### src/common/ascs_pkg.sv
package ascs_pkg;
  // storage geometry
  localparam int unsigned NV_WORDS = 64;
  localparam int unsigned AW = 6;
  localparam int unsigned DW = 12;
  localparam int unsigned LOW_WORDS = 14;

  // word locations
  localparam logic [5:0] OFF_MODE = 6'h02;
  localparam logic [5:0] OFF_LOCK = 6'h03;
  localparam logic [5:0] OFF_TRACE = 6'h04;
  localparam logic [5:0] OFF_DIR = 6'h05;
  localparam logic [5:0] OFF_ZERO = 6'h06;
  localparam logic [5:0] OFF_DIAG = 6'h07;
  localparam logic [5:0] OFF_FLUX_HI = 6'h08;
  localparam logic [5:0] OFF_FLUX_LO = 6'h09;
  localparam logic [5:0] OFF_PWM = 6'h0a;
  localparam logic [5:0] OFF_DRV = 6'h0b;
  localparam logic [5:0] OFF_AVG = 6'h0d;
  localparam logic [5:0] OFF_RSV_FIRST = 6'h0e;

  // writable bits of each word
  localparam logic [11:0] MASK_FULL = 12'hfff;
  localparam logic [11:0] MASK_DIR = 12'h007;
  localparam logic [11:0] MASK_FLUX = 12'h0ff;
  localparam logic [11:0] MASK_PWM = 12'h1ff;
  localparam logic [11:0] MASK_DRV = 12'h007;
  localparam logic [11:0] MASK_AVG = 12'h1f8;
  localparam logic [11:0] MASK_NONE = 12'h000;

  // field positions
  localparam int unsigned FREQ_LSB = 0;
  localparam int unsigned POL_LSB = 6;
  localparam int unsigned AVG_LSB = 3;

  // field codes
  localparam logic [2:0] POL_PLUS = 3'h0;
  localparam logic [2:0] POL_MINUS = 3'h7;
  localparam logic [5:0] FREQ_CODE_1K = 6'h00;
  localparam logic [5:0] FREQ_CODE_500 = 6'h07;
  localparam logic [5:0] FREQ_CODE_250 = 6'h3f;
  localparam logic [2:0] DRV_PUSH_PULL = 3'h0;
  localparam logic [2:0] DRV_OPEN_DRAIN = 3'h7;
  localparam logic [5:0] AVG_CODE_TWO = 6'h00;
  localparam logic [5:0] AVG_CODE_EIGHT = 6'h07;
  localparam logic [5:0] AVG_CODE_OFF = 6'h3f;
  localparam logic [2:0] DIR_CCW = 3'h0;
  localparam logic [2:0] DIR_CW = 3'h7;
  localparam logic [11:0] MODE_NORMAL = 12'h000;
  localparam logic [11:0] MODE_USER = 12'h50f;
  localparam logic [11:0] LOCK_KEY = 12'h5a5;

  // reset values
  localparam logic [11:0] RST_WORD = 12'h000;
  localparam logic [11:0] RST_FLUX_HI = 12'h050;
  localparam logic [11:0] RST_FLUX_LO = 12'h005;

  // diagnostic disable bit positions
  localparam int unsigned DIAG_SUPPLY_EXCESS = 11;
  localparam int unsigned DIAG_SUPPLY_RANGE = 10;
  localparam int unsigned DIAG_NV_WRITE_SEQ = 9;
  localparam int unsigned DIAG_AVG_SPREAD = 8;
  localparam int unsigned DIAG_NV_RELOAD_SEQ = 7;
  localparam int unsigned DIAG_PWM_DUTY = 6;
  localparam int unsigned DIAG_FLUX_RANGE = 5;
  localparam int unsigned DIAG_ANALOG_SEQ = 4;
  localparam int unsigned DIAG_CFG_VS_BUF = 3;
  localparam int unsigned DIAG_BUF_VS_NV = 2;
  localparam int unsigned DIAG_TRIPLE_COPY = 1;
  localparam int unsigned DIAG_STARTUP = 0;

  // command operation codes
  localparam logic [2:0] OP_REG_READ = 3'h1;
  localparam logic [2:0] OP_REG_WRITE = 3'h2;
  localparam logic [2:0] OP_NV_READ = 3'h3;
  localparam logic [2:0] OP_NV_WRITE = 3'h4;
  localparam logic [2:0] OP_MODE_CHANGE = 3'h5;

  // pwm timing
  localparam int unsigned CLK_HZ = 50_000_000;
  localparam int unsigned PWM_HZ_1K = 1000;
  localparam int unsigned PWM_HZ_500 = 500;
  localparam int unsigned PWM_HZ_250 = 250;
  localparam int unsigned PWM_CYC_1K = CLK_HZ / PWM_HZ_1K;
  localparam int unsigned PWM_CYC_500 = CLK_HZ / PWM_HZ_500;
  localparam int unsigned PWM_CYC_250 = CLK_HZ / PWM_HZ_250;
  localparam int unsigned PERIOD_W = 18;

  typedef enum logic [1:0] {
    AVG_SEL_TWO, AVG_SEL_EIGHT, AVG_SEL_OFF, AVG_SEL_UNDEF
  } ascs_avg_t;
endpackage

### src/logic/ascs_nv_array.sv
`timescale 1ns/1ps
module ascs_nv_array (
  // clock and reset
  input wire logic clk_sys,
  input wire logic rst_n,
  // masked write
  input wire logic wr_en,
  input wire logic [ascs_pkg::AW-1:0] wr_addr,
  input wire logic [ascs_pkg::DW-1:0] wr_data,
  input wire logic [ascs_pkg::DW-1:0] wr_mask,
  // read
  input wire logic [ascs_pkg::AW-1:0] rd_addr,
  output logic [ascs_pkg::DW-1:0] rd_data,
  output logic [ascs_pkg::LOW_WORDS-1:0][ascs_pkg::DW-1:0] low_words
);
  import ascs_pkg::*;

  logic [DW-1:0] mem_q [NV_WORDS];
  logic [DW-1:0] mem_d [NV_WORDS];

  // stored defaults stand in for the factory image
  function automatic logic [DW-1:0] default_word(input int unsigned idx);
    logic [DW-1:0] w;
    w = RST_WORD;
    if (idx == int'(OFF_FLUX_HI)) w = RST_FLUX_HI;
    if (idx == int'(OFF_FLUX_LO)) w = RST_FLUX_LO;
    return w;
  endfunction

  always_comb begin
    for (int i = 0; i < NV_WORDS; i++) begin
      mem_d[i] = mem_q[i];
    end
    if (wr_en) begin
      mem_d[wr_addr] = (mem_q[wr_addr] & ~wr_mask) | (wr_data & wr_mask);
    end
  end

  always_ff @(posedge clk_sys or negedge rst_n) begin
    if (!rst_n) begin
      for (int i = 0; i < NV_WORDS; i++) begin
        mem_q[i] <= default_word(i);
      end
    end else begin
      for (int i = 0; i < NV_WORDS; i++) begin
        mem_q[i] <= mem_d[i];
      end
    end
  end

  assign rd_data = mem_q[rd_addr];

  for (genvar g = 0; g < LOW_WORDS; g++) begin : g_low
    assign low_words[g] = mem_q[g];
  end
endmodule // ascs_nv_array

### src/logic/ascs_config_store.sv
`timescale 1ns/1ps
// What this block does
// - polarity code 0x0 gives plus: duty follows the angle upward.
// - polarity minus code 0x7: duty rises as the angle falls.
// - frequency code 0x00 is 1000 Hz, 0x07 500 Hz, 0x3F 250 Hz.
// - driver code 0x0 push-pull, 0x7 open-drain low-side output.
// - averaging code 0x00 two samples, 0x07 eight, 0x3F none.
// - memory is locked only while the stored key equals 0x5A5.
// - the key arrives by a stored-memory write in user mode.
// - stored memory refused in normal mode; 0x0E-0x3F read-only.
// - stored averaging field sits in bits 8..3 of word 0x0D.
// - direction code 0x0 counter-clockwise, 0x7 clockwise.
// - stored settings are what normal mode applies.
// - reported angle is measured from the working zero point, the stored one in normal mode.
// - a set diagnostic bit disables that check; all default active.
// - bits 11..6: supply excess, supply range, write, spread, reload, duty.
// - bits 5..0: flux, analog, cfg/buffer, buffer/store, triple, startup.
// - word 0x04 is a free traceability word with no effect.
// - mode code 0x50F enters user mode, 0x000 normal mode.
module ascs_config_store #(
  parameter int unsigned PWM_PERIOD_1K = ascs_pkg::PWM_CYC_1K,
  parameter int unsigned PWM_PERIOD_500 = ascs_pkg::PWM_CYC_500,
  parameter int unsigned PWM_PERIOD_250 = ascs_pkg::PWM_CYC_250
) (
  // clock and reset
  input wire logic clk_sys,
  input wire logic rst_n,
  // command from the serial front end
  input wire logic cmd_valid,
  input wire logic [2:0] cmd_op,
  input wire logic [ascs_pkg::AW-1:0] cmd_addr,
  input wire logic [ascs_pkg::DW-1:0] cmd_wdata,
  // answer
  output logic rsp_valid,
  output logic [ascs_pkg::DW-1:0] rsp_rdata,
  output logic rsp_error,
  // angle path
  input wire logic [ascs_pkg::DW-1:0] angle_raw,
  output logic [ascs_pkg::DW-1:0] angle_out,
  output logic [ascs_pkg::DW-1:0] pwm_duty_code,
  // output pin
  input wire logic pwm_level,
  output logic [ascs_pkg::PERIOD_W-1:0] pwm_period_cycles,
  output logic out_pin_o,
  output logic out_pin_oe,
  // applied settings
  output logic user_mode,
  output logic nv_locked,
  output ascs_pkg::ascs_avg_t avg_sel,
  output logic [ascs_pkg::DW-1:0] diag_disable,
  output logic [7:0] flux_upper,
  output logic [7:0] flux_lower
);
  import ascs_pkg::*;

  // writable bits per location; zero means no user write
  function automatic logic [DW-1:0] nv_mask(input logic [AW-1:0] a);
    logic [DW-1:0] m;
    m = MASK_NONE;
    case (a)
      OFF_LOCK, OFF_TRACE, OFF_ZERO, OFF_DIAG: m = MASK_FULL;
      OFF_DIR: m = MASK_DIR;
      OFF_FLUX_HI, OFF_FLUX_LO: m = MASK_FLUX;
      OFF_PWM: m = MASK_PWM;
      OFF_DRV: m = MASK_DRV;
      OFF_AVG: m = MASK_AVG;
      default: m = MASK_NONE;
    endcase
    return m;
  endfunction

  logic [LOW_WORDS-1:0][DW-1:0] nv_low;
  logic [DW-1:0] nv_rd;
  logic nv_wr_en;

  // mode and answer group
  logic [DW-1:0] mode_q, mode_d;
  logic rsp_valid_q, rsp_valid_d;
  logic [DW-1:0] rsp_rdata_q, rsp_rdata_d;
  logic rsp_error_q, rsp_error_d;

  // working configuration group
  logic [DW-1:0] dir_q, dir_d;
  logic [DW-1:0] zero_q, zero_d;
  logic [DW-1:0] diag_q, diag_d;
  logic [DW-1:0] fluxh_q, fluxh_d;
  logic [DW-1:0] fluxl_q, fluxl_d;
  logic [DW-1:0] pwm_q, pwm_d;
  logic [DW-1:0] drv_q, drv_d;
  logic [DW-1:0] avg_q, avg_d;

  // output path group
  logic [DW-1:0] angle_q, angle_d;
  logic [DW-1:0] duty_q, duty_d;
  logic [PERIOD_W-1:0] period_q, period_d;
  logic pin_q, pin_d;
  logic oe_q, oe_d;

  logic is_user;
  logic locked;
  logic [DW-1:0] cmd_mask;
  logic [5:0] freq_code;
  logic [5:0] avg_code;

  // user mode only on the exact code
  assign is_user = (mode_q == MODE_USER);
  assign locked = (nv_low[OFF_LOCK] == LOCK_KEY);
  assign cmd_mask = nv_mask(cmd_addr);

  // write gate: user mode, unlocked, user field
  assign nv_wr_en = cmd_valid && (cmd_op == OP_NV_WRITE) && is_user &&
                    !locked && (cmd_mask != MASK_NONE);

  ascs_nv_array u_nv (
    .clk_sys(clk_sys),
    .rst_n(rst_n),
    .wr_en(nv_wr_en),
    .wr_addr(cmd_addr),
    // key and other full-width words stored as received; other fields only within their mask
    .wr_data(cmd_wdata),
    .wr_mask(cmd_mask),
    .rd_addr(cmd_addr),
    .rd_data(nv_rd),
    .low_words(nv_low)
  );

  // working word read back by register reads
  function automatic logic [DW-1:0] cfg_word(input logic [AW-1:0] a,
      input logic [DW-1:0] d5, input logic [DW-1:0] d6,
      input logic [DW-1:0] d7, input logic [DW-1:0] d8,
      input logic [DW-1:0] d9, input logic [DW-1:0] da,
      input logic [DW-1:0] db, input logic [DW-1:0] dd);
    logic [DW-1:0] w;
    w = RST_WORD;
    case (a)
      OFF_DIR: w = d5;
      OFF_ZERO: w = d6;
      OFF_DIAG: w = d7;
      OFF_FLUX_HI: w = d8;
      OFF_FLUX_LO: w = d9;
      OFF_PWM: w = da;
      OFF_DRV: w = db;
      OFF_AVG: w = dd;
      default: w = RST_WORD;
    endcase
    return w;
  endfunction

  always_comb begin
    mode_d = mode_q;
    rsp_valid_d = 1'b0;
    rsp_rdata_d = rsp_rdata_q;
    rsp_error_d = rsp_error_q;
    if (cmd_valid) begin
      rsp_valid_d = 1'b1;
      rsp_rdata_d = RST_WORD;
      rsp_error_d = 1'b0;
      case (cmd_op)
        OP_MODE_CHANGE: mode_d = cmd_wdata;
        OP_NV_READ: begin
          // reserved tail readable in user mode only
          if (is_user && cmd_addr >= OFF_RSV_FIRST) begin
            rsp_rdata_d = nv_rd;
          end else if (is_user && cmd_mask != MASK_NONE) begin
            rsp_rdata_d = nv_rd & cmd_mask;
          end else begin
            rsp_error_d = 1'b1;
          end
        end
        // refusal shows as an error answer
        OP_NV_WRITE: rsp_error_d = !nv_wr_en;
        OP_REG_READ: begin
          if (cmd_addr == OFF_MODE) begin
            rsp_rdata_d = mode_q;
          end else if (cmd_addr == OFF_LOCK || cmd_addr == OFF_TRACE) begin
            rsp_rdata_d = nv_low[cmd_addr[3:0]];
          end else if (cmd_mask != MASK_NONE) begin
            rsp_rdata_d = cfg_word(cmd_addr, dir_q, zero_q, diag_q,
                fluxh_q, fluxl_q, pwm_q, drv_q, avg_q);
          end else begin
            rsp_error_d = 1'b1;
          end
        end
        OP_REG_WRITE: begin
          rsp_error_d = !(is_user && cmd_mask != MASK_NONE &&
                          cmd_addr != OFF_LOCK && cmd_addr != OFF_TRACE);
        end
        default: rsp_error_d = 1'b1;
      endcase
    end
  end

  always_ff @(posedge clk_sys or negedge rst_n) begin
    if (!rst_n) begin
      mode_q <= MODE_NORMAL;
      rsp_valid_q <= 1'b0;
      rsp_rdata_q <= RST_WORD;
      rsp_error_q <= 1'b0;
    end else begin
      mode_q <= mode_d;
      rsp_valid_q <= rsp_valid_d;
      rsp_rdata_q <= rsp_rdata_d;
      rsp_error_q <= rsp_error_d;
    end
  end

  always_comb begin
    dir_d = dir_q;
    zero_d = zero_q;
    diag_d = diag_q;
    fluxh_d = fluxh_q;
    fluxl_d = fluxl_q;
    pwm_d = pwm_q;
    drv_d = drv_q;
    avg_d = avg_q;
    if (!is_user) begin
      // normal mode follows the stored image
      dir_d = nv_low[OFF_DIR] & MASK_DIR;
      zero_d = nv_low[OFF_ZERO];
      diag_d = nv_low[OFF_DIAG];
      fluxh_d = nv_low[OFF_FLUX_HI] & MASK_FLUX;
      fluxl_d = nv_low[OFF_FLUX_LO] & MASK_FLUX;
      pwm_d = nv_low[OFF_PWM] & MASK_PWM;
      drv_d = nv_low[OFF_DRV] & MASK_DRV;
      avg_d = nv_low[OFF_AVG] & MASK_AVG;
    end else if (cmd_valid && cmd_op == OP_REG_WRITE) begin
      // trial settings, lost on return to normal mode
      case (cmd_addr)
        OFF_DIR: dir_d = cmd_wdata & MASK_DIR;
        OFF_ZERO: zero_d = cmd_wdata;
        OFF_DIAG: diag_d = cmd_wdata;
        OFF_FLUX_HI: fluxh_d = cmd_wdata & MASK_FLUX;
        OFF_FLUX_LO: fluxl_d = cmd_wdata & MASK_FLUX;
        OFF_PWM: pwm_d = cmd_wdata & MASK_PWM;
        OFF_DRV: drv_d = cmd_wdata & MASK_DRV;
        OFF_AVG: avg_d = cmd_wdata & MASK_AVG;
        default: dir_d = dir_q;
      endcase
    end
  end

  always_ff @(posedge clk_sys or negedge rst_n) begin
    if (!rst_n) begin
      dir_q <= RST_WORD;
      zero_q <= RST_WORD;
      // every diagnostic active out of reset
      diag_q <= RST_WORD;
      fluxh_q <= RST_FLUX_HI;
      fluxl_q <= RST_FLUX_LO;
      pwm_q <= RST_WORD;
      drv_q <= RST_WORD;
      avg_q <= RST_WORD;
    end else begin
      dir_q <= dir_d;
      zero_q <= zero_d;
      diag_q <= diag_d;
      fluxh_q <= fluxh_d;
      fluxl_q <= fluxl_d;
      pwm_q <= pwm_d;
      drv_q <= drv_d;
      avg_q <= avg_d;
    end
  end

  assign freq_code = pwm_q[FREQ_LSB +: 6];
  assign avg_code = avg_q[AVG_LSB +: 6];

  always_comb begin
    // offset from zero point, sense set by direction
    if (dir_q[2:0] == DIR_CW) begin
      angle_d = zero_q - angle_raw;
    end else begin
      angle_d = angle_raw - zero_q;
    end
    // minus polarity mirrors the duty code
    if (pwm_q[POL_LSB +: 3] == POL_MINUS) begin
      duty_d = ~angle_q;
    end else begin
      duty_d = angle_q;
    end
    // undefined codes keep the 1000 Hz period
    case (freq_code)
      FREQ_CODE_500: period_d = PERIOD_W'(PWM_PERIOD_500);
      FREQ_CODE_250: period_d = PERIOD_W'(PWM_PERIOD_250);
      default: period_d = PERIOD_W'(PWM_PERIOD_1K);
    endcase
    // open-drain only sinks; high level released
    if (drv_q[2:0] == DRV_OPEN_DRAIN) begin
      pin_d = 1'b0;
      oe_d = !pwm_level;
    end else begin
      pin_d = pwm_level;
      oe_d = 1'b1;
    end
  end

  always_ff @(posedge clk_sys or negedge rst_n) begin
    if (!rst_n) begin
      angle_q <= RST_WORD;
      duty_q <= RST_WORD;
      period_q <= PERIOD_W'(PWM_PERIOD_1K);
      pin_q <= 1'b0;
      oe_q <= 1'b0;
    end else begin
      angle_q <= angle_d;
      duty_q <= duty_d;
      period_q <= period_d;
      pin_q <= pin_d;
      oe_q <= oe_d;
    end
  end

  always_comb begin
    case (avg_code)
      AVG_CODE_TWO: avg_sel = AVG_SEL_TWO;
      AVG_CODE_EIGHT: avg_sel = AVG_SEL_EIGHT;
      AVG_CODE_OFF: avg_sel = AVG_SEL_OFF;
      default: avg_sel = AVG_SEL_UNDEF;
    endcase
  end

  assign rsp_valid = rsp_valid_q;
  assign rsp_rdata = rsp_rdata_q;
  assign rsp_error = rsp_error_q;
  assign angle_out = angle_q;
  assign pwm_duty_code = duty_q;
  assign pwm_period_cycles = period_q;
  assign out_pin_o = pin_q;
  assign out_pin_oe = oe_q;
  assign user_mode = is_user;
  assign nv_locked = locked;
  // bit n disables check n, see DIAG_* positions
  assign diag_disable = diag_q;
  assign flux_upper = fluxh_q[7:0];
  assign flux_lower = fluxl_q[7:0];
endmodule // ascs_config_store

### config.mk
export PLATFORM = sky130hd
export DESIGN_NAME = ascs_config_store
export DESIGN_NICKNAME = d
export VERILOG_FILES = /design/src/common/ascs_pkg.sv /design/src/logic/ascs_nv_array.sv /design/src/logic/ascs_config_store.sv
export SDC_FILE = /design/constraint.sdc
export NUM_CORES = 2
export LEC_CHECK = 0
export ABC_AREA = 1
export BUFFER_PORTS_ARGS = -buffer_cell sky130_fd_sc_hd__buf_2
export CAP_MARGIN = 5
export CORE_ASPECT_RATIO = 1.2
export CORE_MARGIN = 2
export CORE_UTILIZATION = 67
export CTS_CLUSTER_DIAMETER = 150
export CTS_CLUSTER_SIZE = 12
export DETAILED_ROUTE_END_ITERATION = 10
export PLACE_DENSITY = 0.94
export SLEW_MARGIN = 30
export SYNTH_ARGS = -nofsm -noshare
export SYNTH_HDL_FRONTEND = slang
export SYNTH_SLANG_ARGS = --single-unit
### constraint.sdc
create_clock -name clk_sys -period 5.3 [get_ports clk_sys]
set_input_delay 1.06 -clock clk_sys [delete_from_list [all_inputs] [get_ports clk_sys]]
set_output_delay 1.06 -clock clk_sys [all_outputs]
set_load 0.01 [all_outputs]
* Yosys cells after proc, flatten, opt, wreduce, memory -nomap -nowiden
Memory sizes are Yosys's and may differ from the RTL's.
Cells that the tools add are included.
** Storage, ports and cells
- ROM bits :: 192
- Bits in registers :: 934
- Input port bits :: 37
- Memories :: 1
- Output and inout bits :: 90
** Operators by class
- Mux-type cells :: 53
- Bitwise operators :: 7
- Add/sub/neg operators :: 2
- Order comparisons :: 4
- Reductions and logical operators :: 27
- Equal/unequal tests :: 36
** Memories
- (name not given) :: words 16, bits a word 12, read ports 1, clocked after Yosys merged registers in 0, write ports 0, line ascs_config_store.sv:60 : case (a)
** Operators with widths (count)
- bitwise mux 768 bit :: 1
- two-way mux 12 bit :: 36
- one-hot mux 12 bit (8 select lines) :: 1
- binary-select mux 12 bit (select 6 bit) :: 1
- demux 12 bit (select 6 bit) :: 1
- binary-select mux 12 bit (select 4 bit) :: 1
- bitwise AND 12 bit :: 3
- == test 6 x 3 -> 1 bit, second input constant :: 6
- one-hot mux 18 bit (2 select lines) :: 1
- == test 6 x 4 -> 1 bit, second input constant :: 5
- == test 12 x 11 -> 1 bit, second input constant :: 2
- inverter 12 bit :: 2
- one-hot mux 12 bit (2 select lines) :: 1
- subtractor 12 bit :: 2
- != test 2 x 1 -> 1 bit, second input constant :: 9
- AND reduction 2 bit :: 9
- == test 3 bit, second input constant :: 5
- == test 6 x 2 -> 1 bit, second input constant :: 2
- == test 6 bit, second input constant :: 2
- bitwise OR 12 bit :: 1
- nonzero test 12 bit :: 1
- logical AND 1 bit :: 10
- two-way mux 1 bit :: 8
- >= comparator 7 bit, second input constant :: 1
- other kinds (14) :: 18

* Depth between registers and ports, before layout
- Depth after elaboration :: 8
- Gate-level depth with buffers :: 19
- Depth with buffers taken out :: 15

* Modules after synthesis
Synthesis repeated with hierarchy kept, for this count alone.
** Unflattened totals
- Cell total of the unflattened synthesis :: 8984
- Area total of the unflattened synthesis :: 57211.1 sq um
** By module, submodules not included
- ascs_nv_array :: cells an instance 7562, instances 1, area each 48153.7 sq um
- ascs_config_store :: cells an instance 1422, instances 1, area each 9057.4 sq um

* Worst setup path after synthesis
OpenSTA, ideal clock, no wires.
- Path kind :: in2reg
- From :: in cmd_addr[0] (netlist name)
- To :: reg u_nv.mem_q, in the netlist u_nv.low_words[112]
- Data arrival time :: 2.514 ns
- Stages on the path :: 12
- Path buffers :: 4
- Setup time :: 0.120 ns
- Slack :: 2.667 ns
- Path through :: buf_6 > buf_2 > buf_2 > buf_2 > nand3_1 > nand4_1 > nand2_1 > nand2_1 > o21ai_0 > nand4_1 > nand3_1 > nand2_1
** Between the ends
- Word-level cells in the longest chain between the ends :: 7
- Elaborated cells between the ends (all ways) :: 18
** RTL lines
- from (decl) :: line ascs_config_store.sv:31 : input wire logic [ascs_pkg::AW-1:0] cmd_addr,
- inverter 6 -> 7 bit :: line ascs_nv_array.sv:35 : mem_d[wr_addr] = (mem_q[wr_addr] & ~wr_mask) | (wr_data & wr_mask);
- binary-select mux 12 bit (select 6 bit) :: line ascs_nv_array.sv:35
- two-way mux 12 bit (implied by the code) (2 in series) :: line ascs_nv_array.sv:35
- bitwise AND 12 bit :: line ascs_nv_array.sv:35
- bitwise OR 12 bit :: line ascs_nv_array.sv:35
- bitwise mux 768 bit :: line ascs_nv_array.sv:35
- to (signal, indexed assignment) :: line ascs_nv_array.sv:42 : mem_q[i] <= default_word(i);
- to (signal, indexed assignment) :: line ascs_nv_array.sv:46 : mem_q[i] <= mem_d[i];
- to (decl) :: line ascs_nv_array.sv:18 : logic [DW-1:0] mem_q [NV_WORDS];
Several ways; a longest one is shown, not always the timed one. The select of a mux whose other input is x is not followed.
A chain may end at the register's enable or synchronous reset.

* Worst setup path after layout
- From :: in cmd_addr[0] (netlist name)
- To :: reg u_nv.mem_q, in the netlist u_nv.low_words[55]
Same word-level chain as after synthesis.

==> reports/results.ini <==
[run_status]
outcome=finished, final reports clean

[sta]
fin_crit_ps=3720
slew_headroom_pct=37.0
worst_pin_slew_ps=944
rsz0062_at_grt=no
max_freq_ghz=0.269
timing_hold_violations_final=0
drv_slew=0
finalSetupTns_ps=0
finClkSkew_ps=33.6
final-setup-viol-count=0
fin_crit_sh_pct=70.2

[setup_path]
critPathBufInv=3
slowest_delay_ps=700
path_class=in -> reg
reg2reg_depth=10
crit_top_cell=nand2_1
critPathArrivalTime_ps=4250
start_kind=primary input
rr_endpoint=u_nv.low_words[73]$_DFFE_PN0P_
crit_end=u_nv.low_words[55]$_DFFE_PN0P_
rrSetupSlack_ps=2120
worstPathCellList=buf_8 -> inv_8 -> buf_4 -> nand2_1 -> nand2_1 -> nand2_1 -> nand2_1 -> nand2_1 -> nand2_1 -> o21ai_0 -> and2_1 -> nand4_2 -> nand3_1 -> nand2_1
cp_max_fo=88
crit_start=cmd_addr[0]
cp_slowest_cell=o21ai_0
crit_cells=14
critPathCaptureType=flop
cp.required_ps=5830
regToRegStartpoint=mode_q[3]$_DFFE_PN0P_
critPathTopFamily=simple AND/OR/NAND/NOR gates

[detailed_routing]
drtAntennaViolNets=0
viasPerCell=5.98
drtPass1Iterations=6
num_vias=30000
drc=0
wl_per_cell_um=22.2
routed_wl_um=111000
drt_iter0_drc=4530

[global_route]
grt_pass1_wl_um=172000
grt_antenna_before_repair=3
track_usage_pct=37.8
grt_pass1_vias=30500
gr-total-overflow=0
grt_max_degree=158

[floorplan]
core_sq_um=57300
design.die.area_sq_um=60000
io_pins=127
num_rows=96
dieWidth_um=224
die_h_um=268
start_util_pct=67.9

[synth]
synthDistinctLibCells=48
yosysSeqAreaShare_pct=57.1
avgSynthCellArea_sq_um=7.97
synth_area_sq_um=38900
ys_top_cells_by_count=nand2_1, dfrtp_1, clkbuf_1
yosys-top-cells-area=dfrtp_1, nand2_1, clkbuf_1, nand3_1, inv_1
synth_most_common_cell=nand2_1
yosysWarnings=0
synth_enable_flop_cells=0
synth_top_area_share_pct=56.4
synthArstFlopShare_pct=100
synthCells=4881
ys_ff_latch=887
synth_flop_cell=dfrtp_1
synth_top_cell_by_area=dfrtp_1

[placed_design]
place_congestion=1.03
placement.cell_area_sq_um=37500
place_hpwl_um=68200
port_buffers=120

[cells_and_area]
layout-drive-gt1-share_pct=7.06
design_area_sq_um=39800
syn2layout_area_growth_pct=2.25
multi_input_area_sq_um=12600
fill_cells=3817
regArea_sq_um=22200
nets=4315

[clock_network]
cts_hold_buffers=0
h-tree-depth=3
cts_resized=0
clock_path_buffers=3
clk_latency_ps=660
clock_sinks=887
cts_setup_buffers=0
cts_tree=yes
clkTransAtPathRegs_ps=60
cts_buffers=83
root_buffer=clkbuf_16

[power]
power.density_nw_per_um2=323
power_leakage_nw=22.0
vdd_drop_max_mv=0.254

[job]
maxCapViolCount=0

[worst_hold_path]
hp-class=reg -> reg

placed cells by master, fill, tap and decap left out, types with 16 or more instances in the layout:
cell       synthesis  layout
o211ai_1          17      17
clkbuf_16          0      84
buf_2             81     117
nand4_1           58      58
inv_1            152     152
buf_4             16      36
nand3_1          188     188
clkbuf_1         757      23
nor2_1            94      90
a21oi_1           32      32
ha_1              22      22
o21ai_0           86      86
dfrtp_1          876     876
o221ai_1          42      42
nand2_1         2280    2279
xnor2_1           16      16
power breakdown:
group          switching, W  leakage [nW]  internal [W]
clock network       0.00252          1.09       0.00287
logic              0.000517          8.59      0.000113
registers         0.0000278          12.3       0.00681
total               0.00306          22.0       0.00979
logic make-up after synthesis:
logic type | Yosys count | synth area share [%]
mux | 1 | 0.0257
buf+inv | 1046 | 10.6
other cells | 1 | 0.00964
simple gates | 2675 | 27.3
flops | 887 | 57.1
compound gates | 220 | 3.51
xor+xnor | 27 | 0.608
fa+ha+maj | 24 | 0.811
layer usage:
| metal | part of all wire, % | track usage (%) | vias to the layer above | wire length, um |
|---|---|---|---|---|
| li1 | - | - | 13300 | - |
| met2 | 45 | 58.0 | 2280 | 49900 |
| met5 | 0.094 | 0.887 | - | 104 |
| met3 | 11 | 9.94 | 604 | 12800 |
| met1 | 37 | 48.3 | 13900 | 40800 |
| met4 | 6.8 | 23.5 | 6 | 7560 |
through the flow:
stage / utilization [%] / instances / hold slack, ps / power, W / setup slack (ps)
finish: 69.4 / 5016 / 373 / 0.0129 / 1580
global route: 69.4 / 5015 / 382 / 0.0132 / 1440
CTS: 69.4 / 5015 / 378 / 0.0128 / 1720
detailed placement: 65.4 / 4904 / 365 / 0.00757 / 1180
global placement: 65.4 / 4904 / 365 / 0.00757 / 1240
floorplan: - / 4886 / 419 / 0.00725 / 2670
worst min-delay path by stage:
stage | slack [ps] | cells after the start | startpoint | end
final | 370 | 0 | u_nv.mem_q[532]$_DFFE_PN0P_ | u_nv.mem_q[532]$_DFFE_PN0P_
after global routing | 380 | 0 | u_nv.mem_q[532]$_DFFE_PN0P_ | u_nv.mem_q[532]$_DFFE_PN0P_
after CTS | 380 | 0 | u_nv.mem_q[425]$_DFFE_PN0P_ | u_nv.mem_q[425]$_DFFE_PN0P_
after detailed placement | 370 | 0 | u_nv.low_words[165]$_DFFE_PN0P_ | u_nv.low_words[165]$_DFFE_PN0P_
after global placement | 360 | 0 | u_nv.low_words[157]$_DFFE_PN0P_ | u_nv.low_words[157]$_DFFE_PN0P_
after floorplan | 420 | 1 | pwm_q[4]$_DFFE_PN0P_ | pwm_period_cycles[7]$_DFF_PN0_
flip-flops by register name (all words and copies together), names as in the netlist, 3 cells and up:
register           count
pwm_duty_code         12
rsp_rdata             12
pwm_q                  9
u_nv.mem_q           600
u_nv.low_words       168
fluxl_q                8
diag_disable          12
dir_q                  3
mode_q                12
zero_q                12
angle_out             12
drv_q                  3
fluxh_q                8
avg_q                  6
pwm_period_cycles      6
final cells by class:
type	count	share of cell area (%)
inverters	162	1.56
repair buffers	167	2.83
diodes	1	0.00629
multi-input cells	2953	31.7
well taps	735	2.31
flip-flops and latches	887	55.9
clock inverters	4	0.179
clock buffers	107	5.50
(Power assumes the default switching activity.)
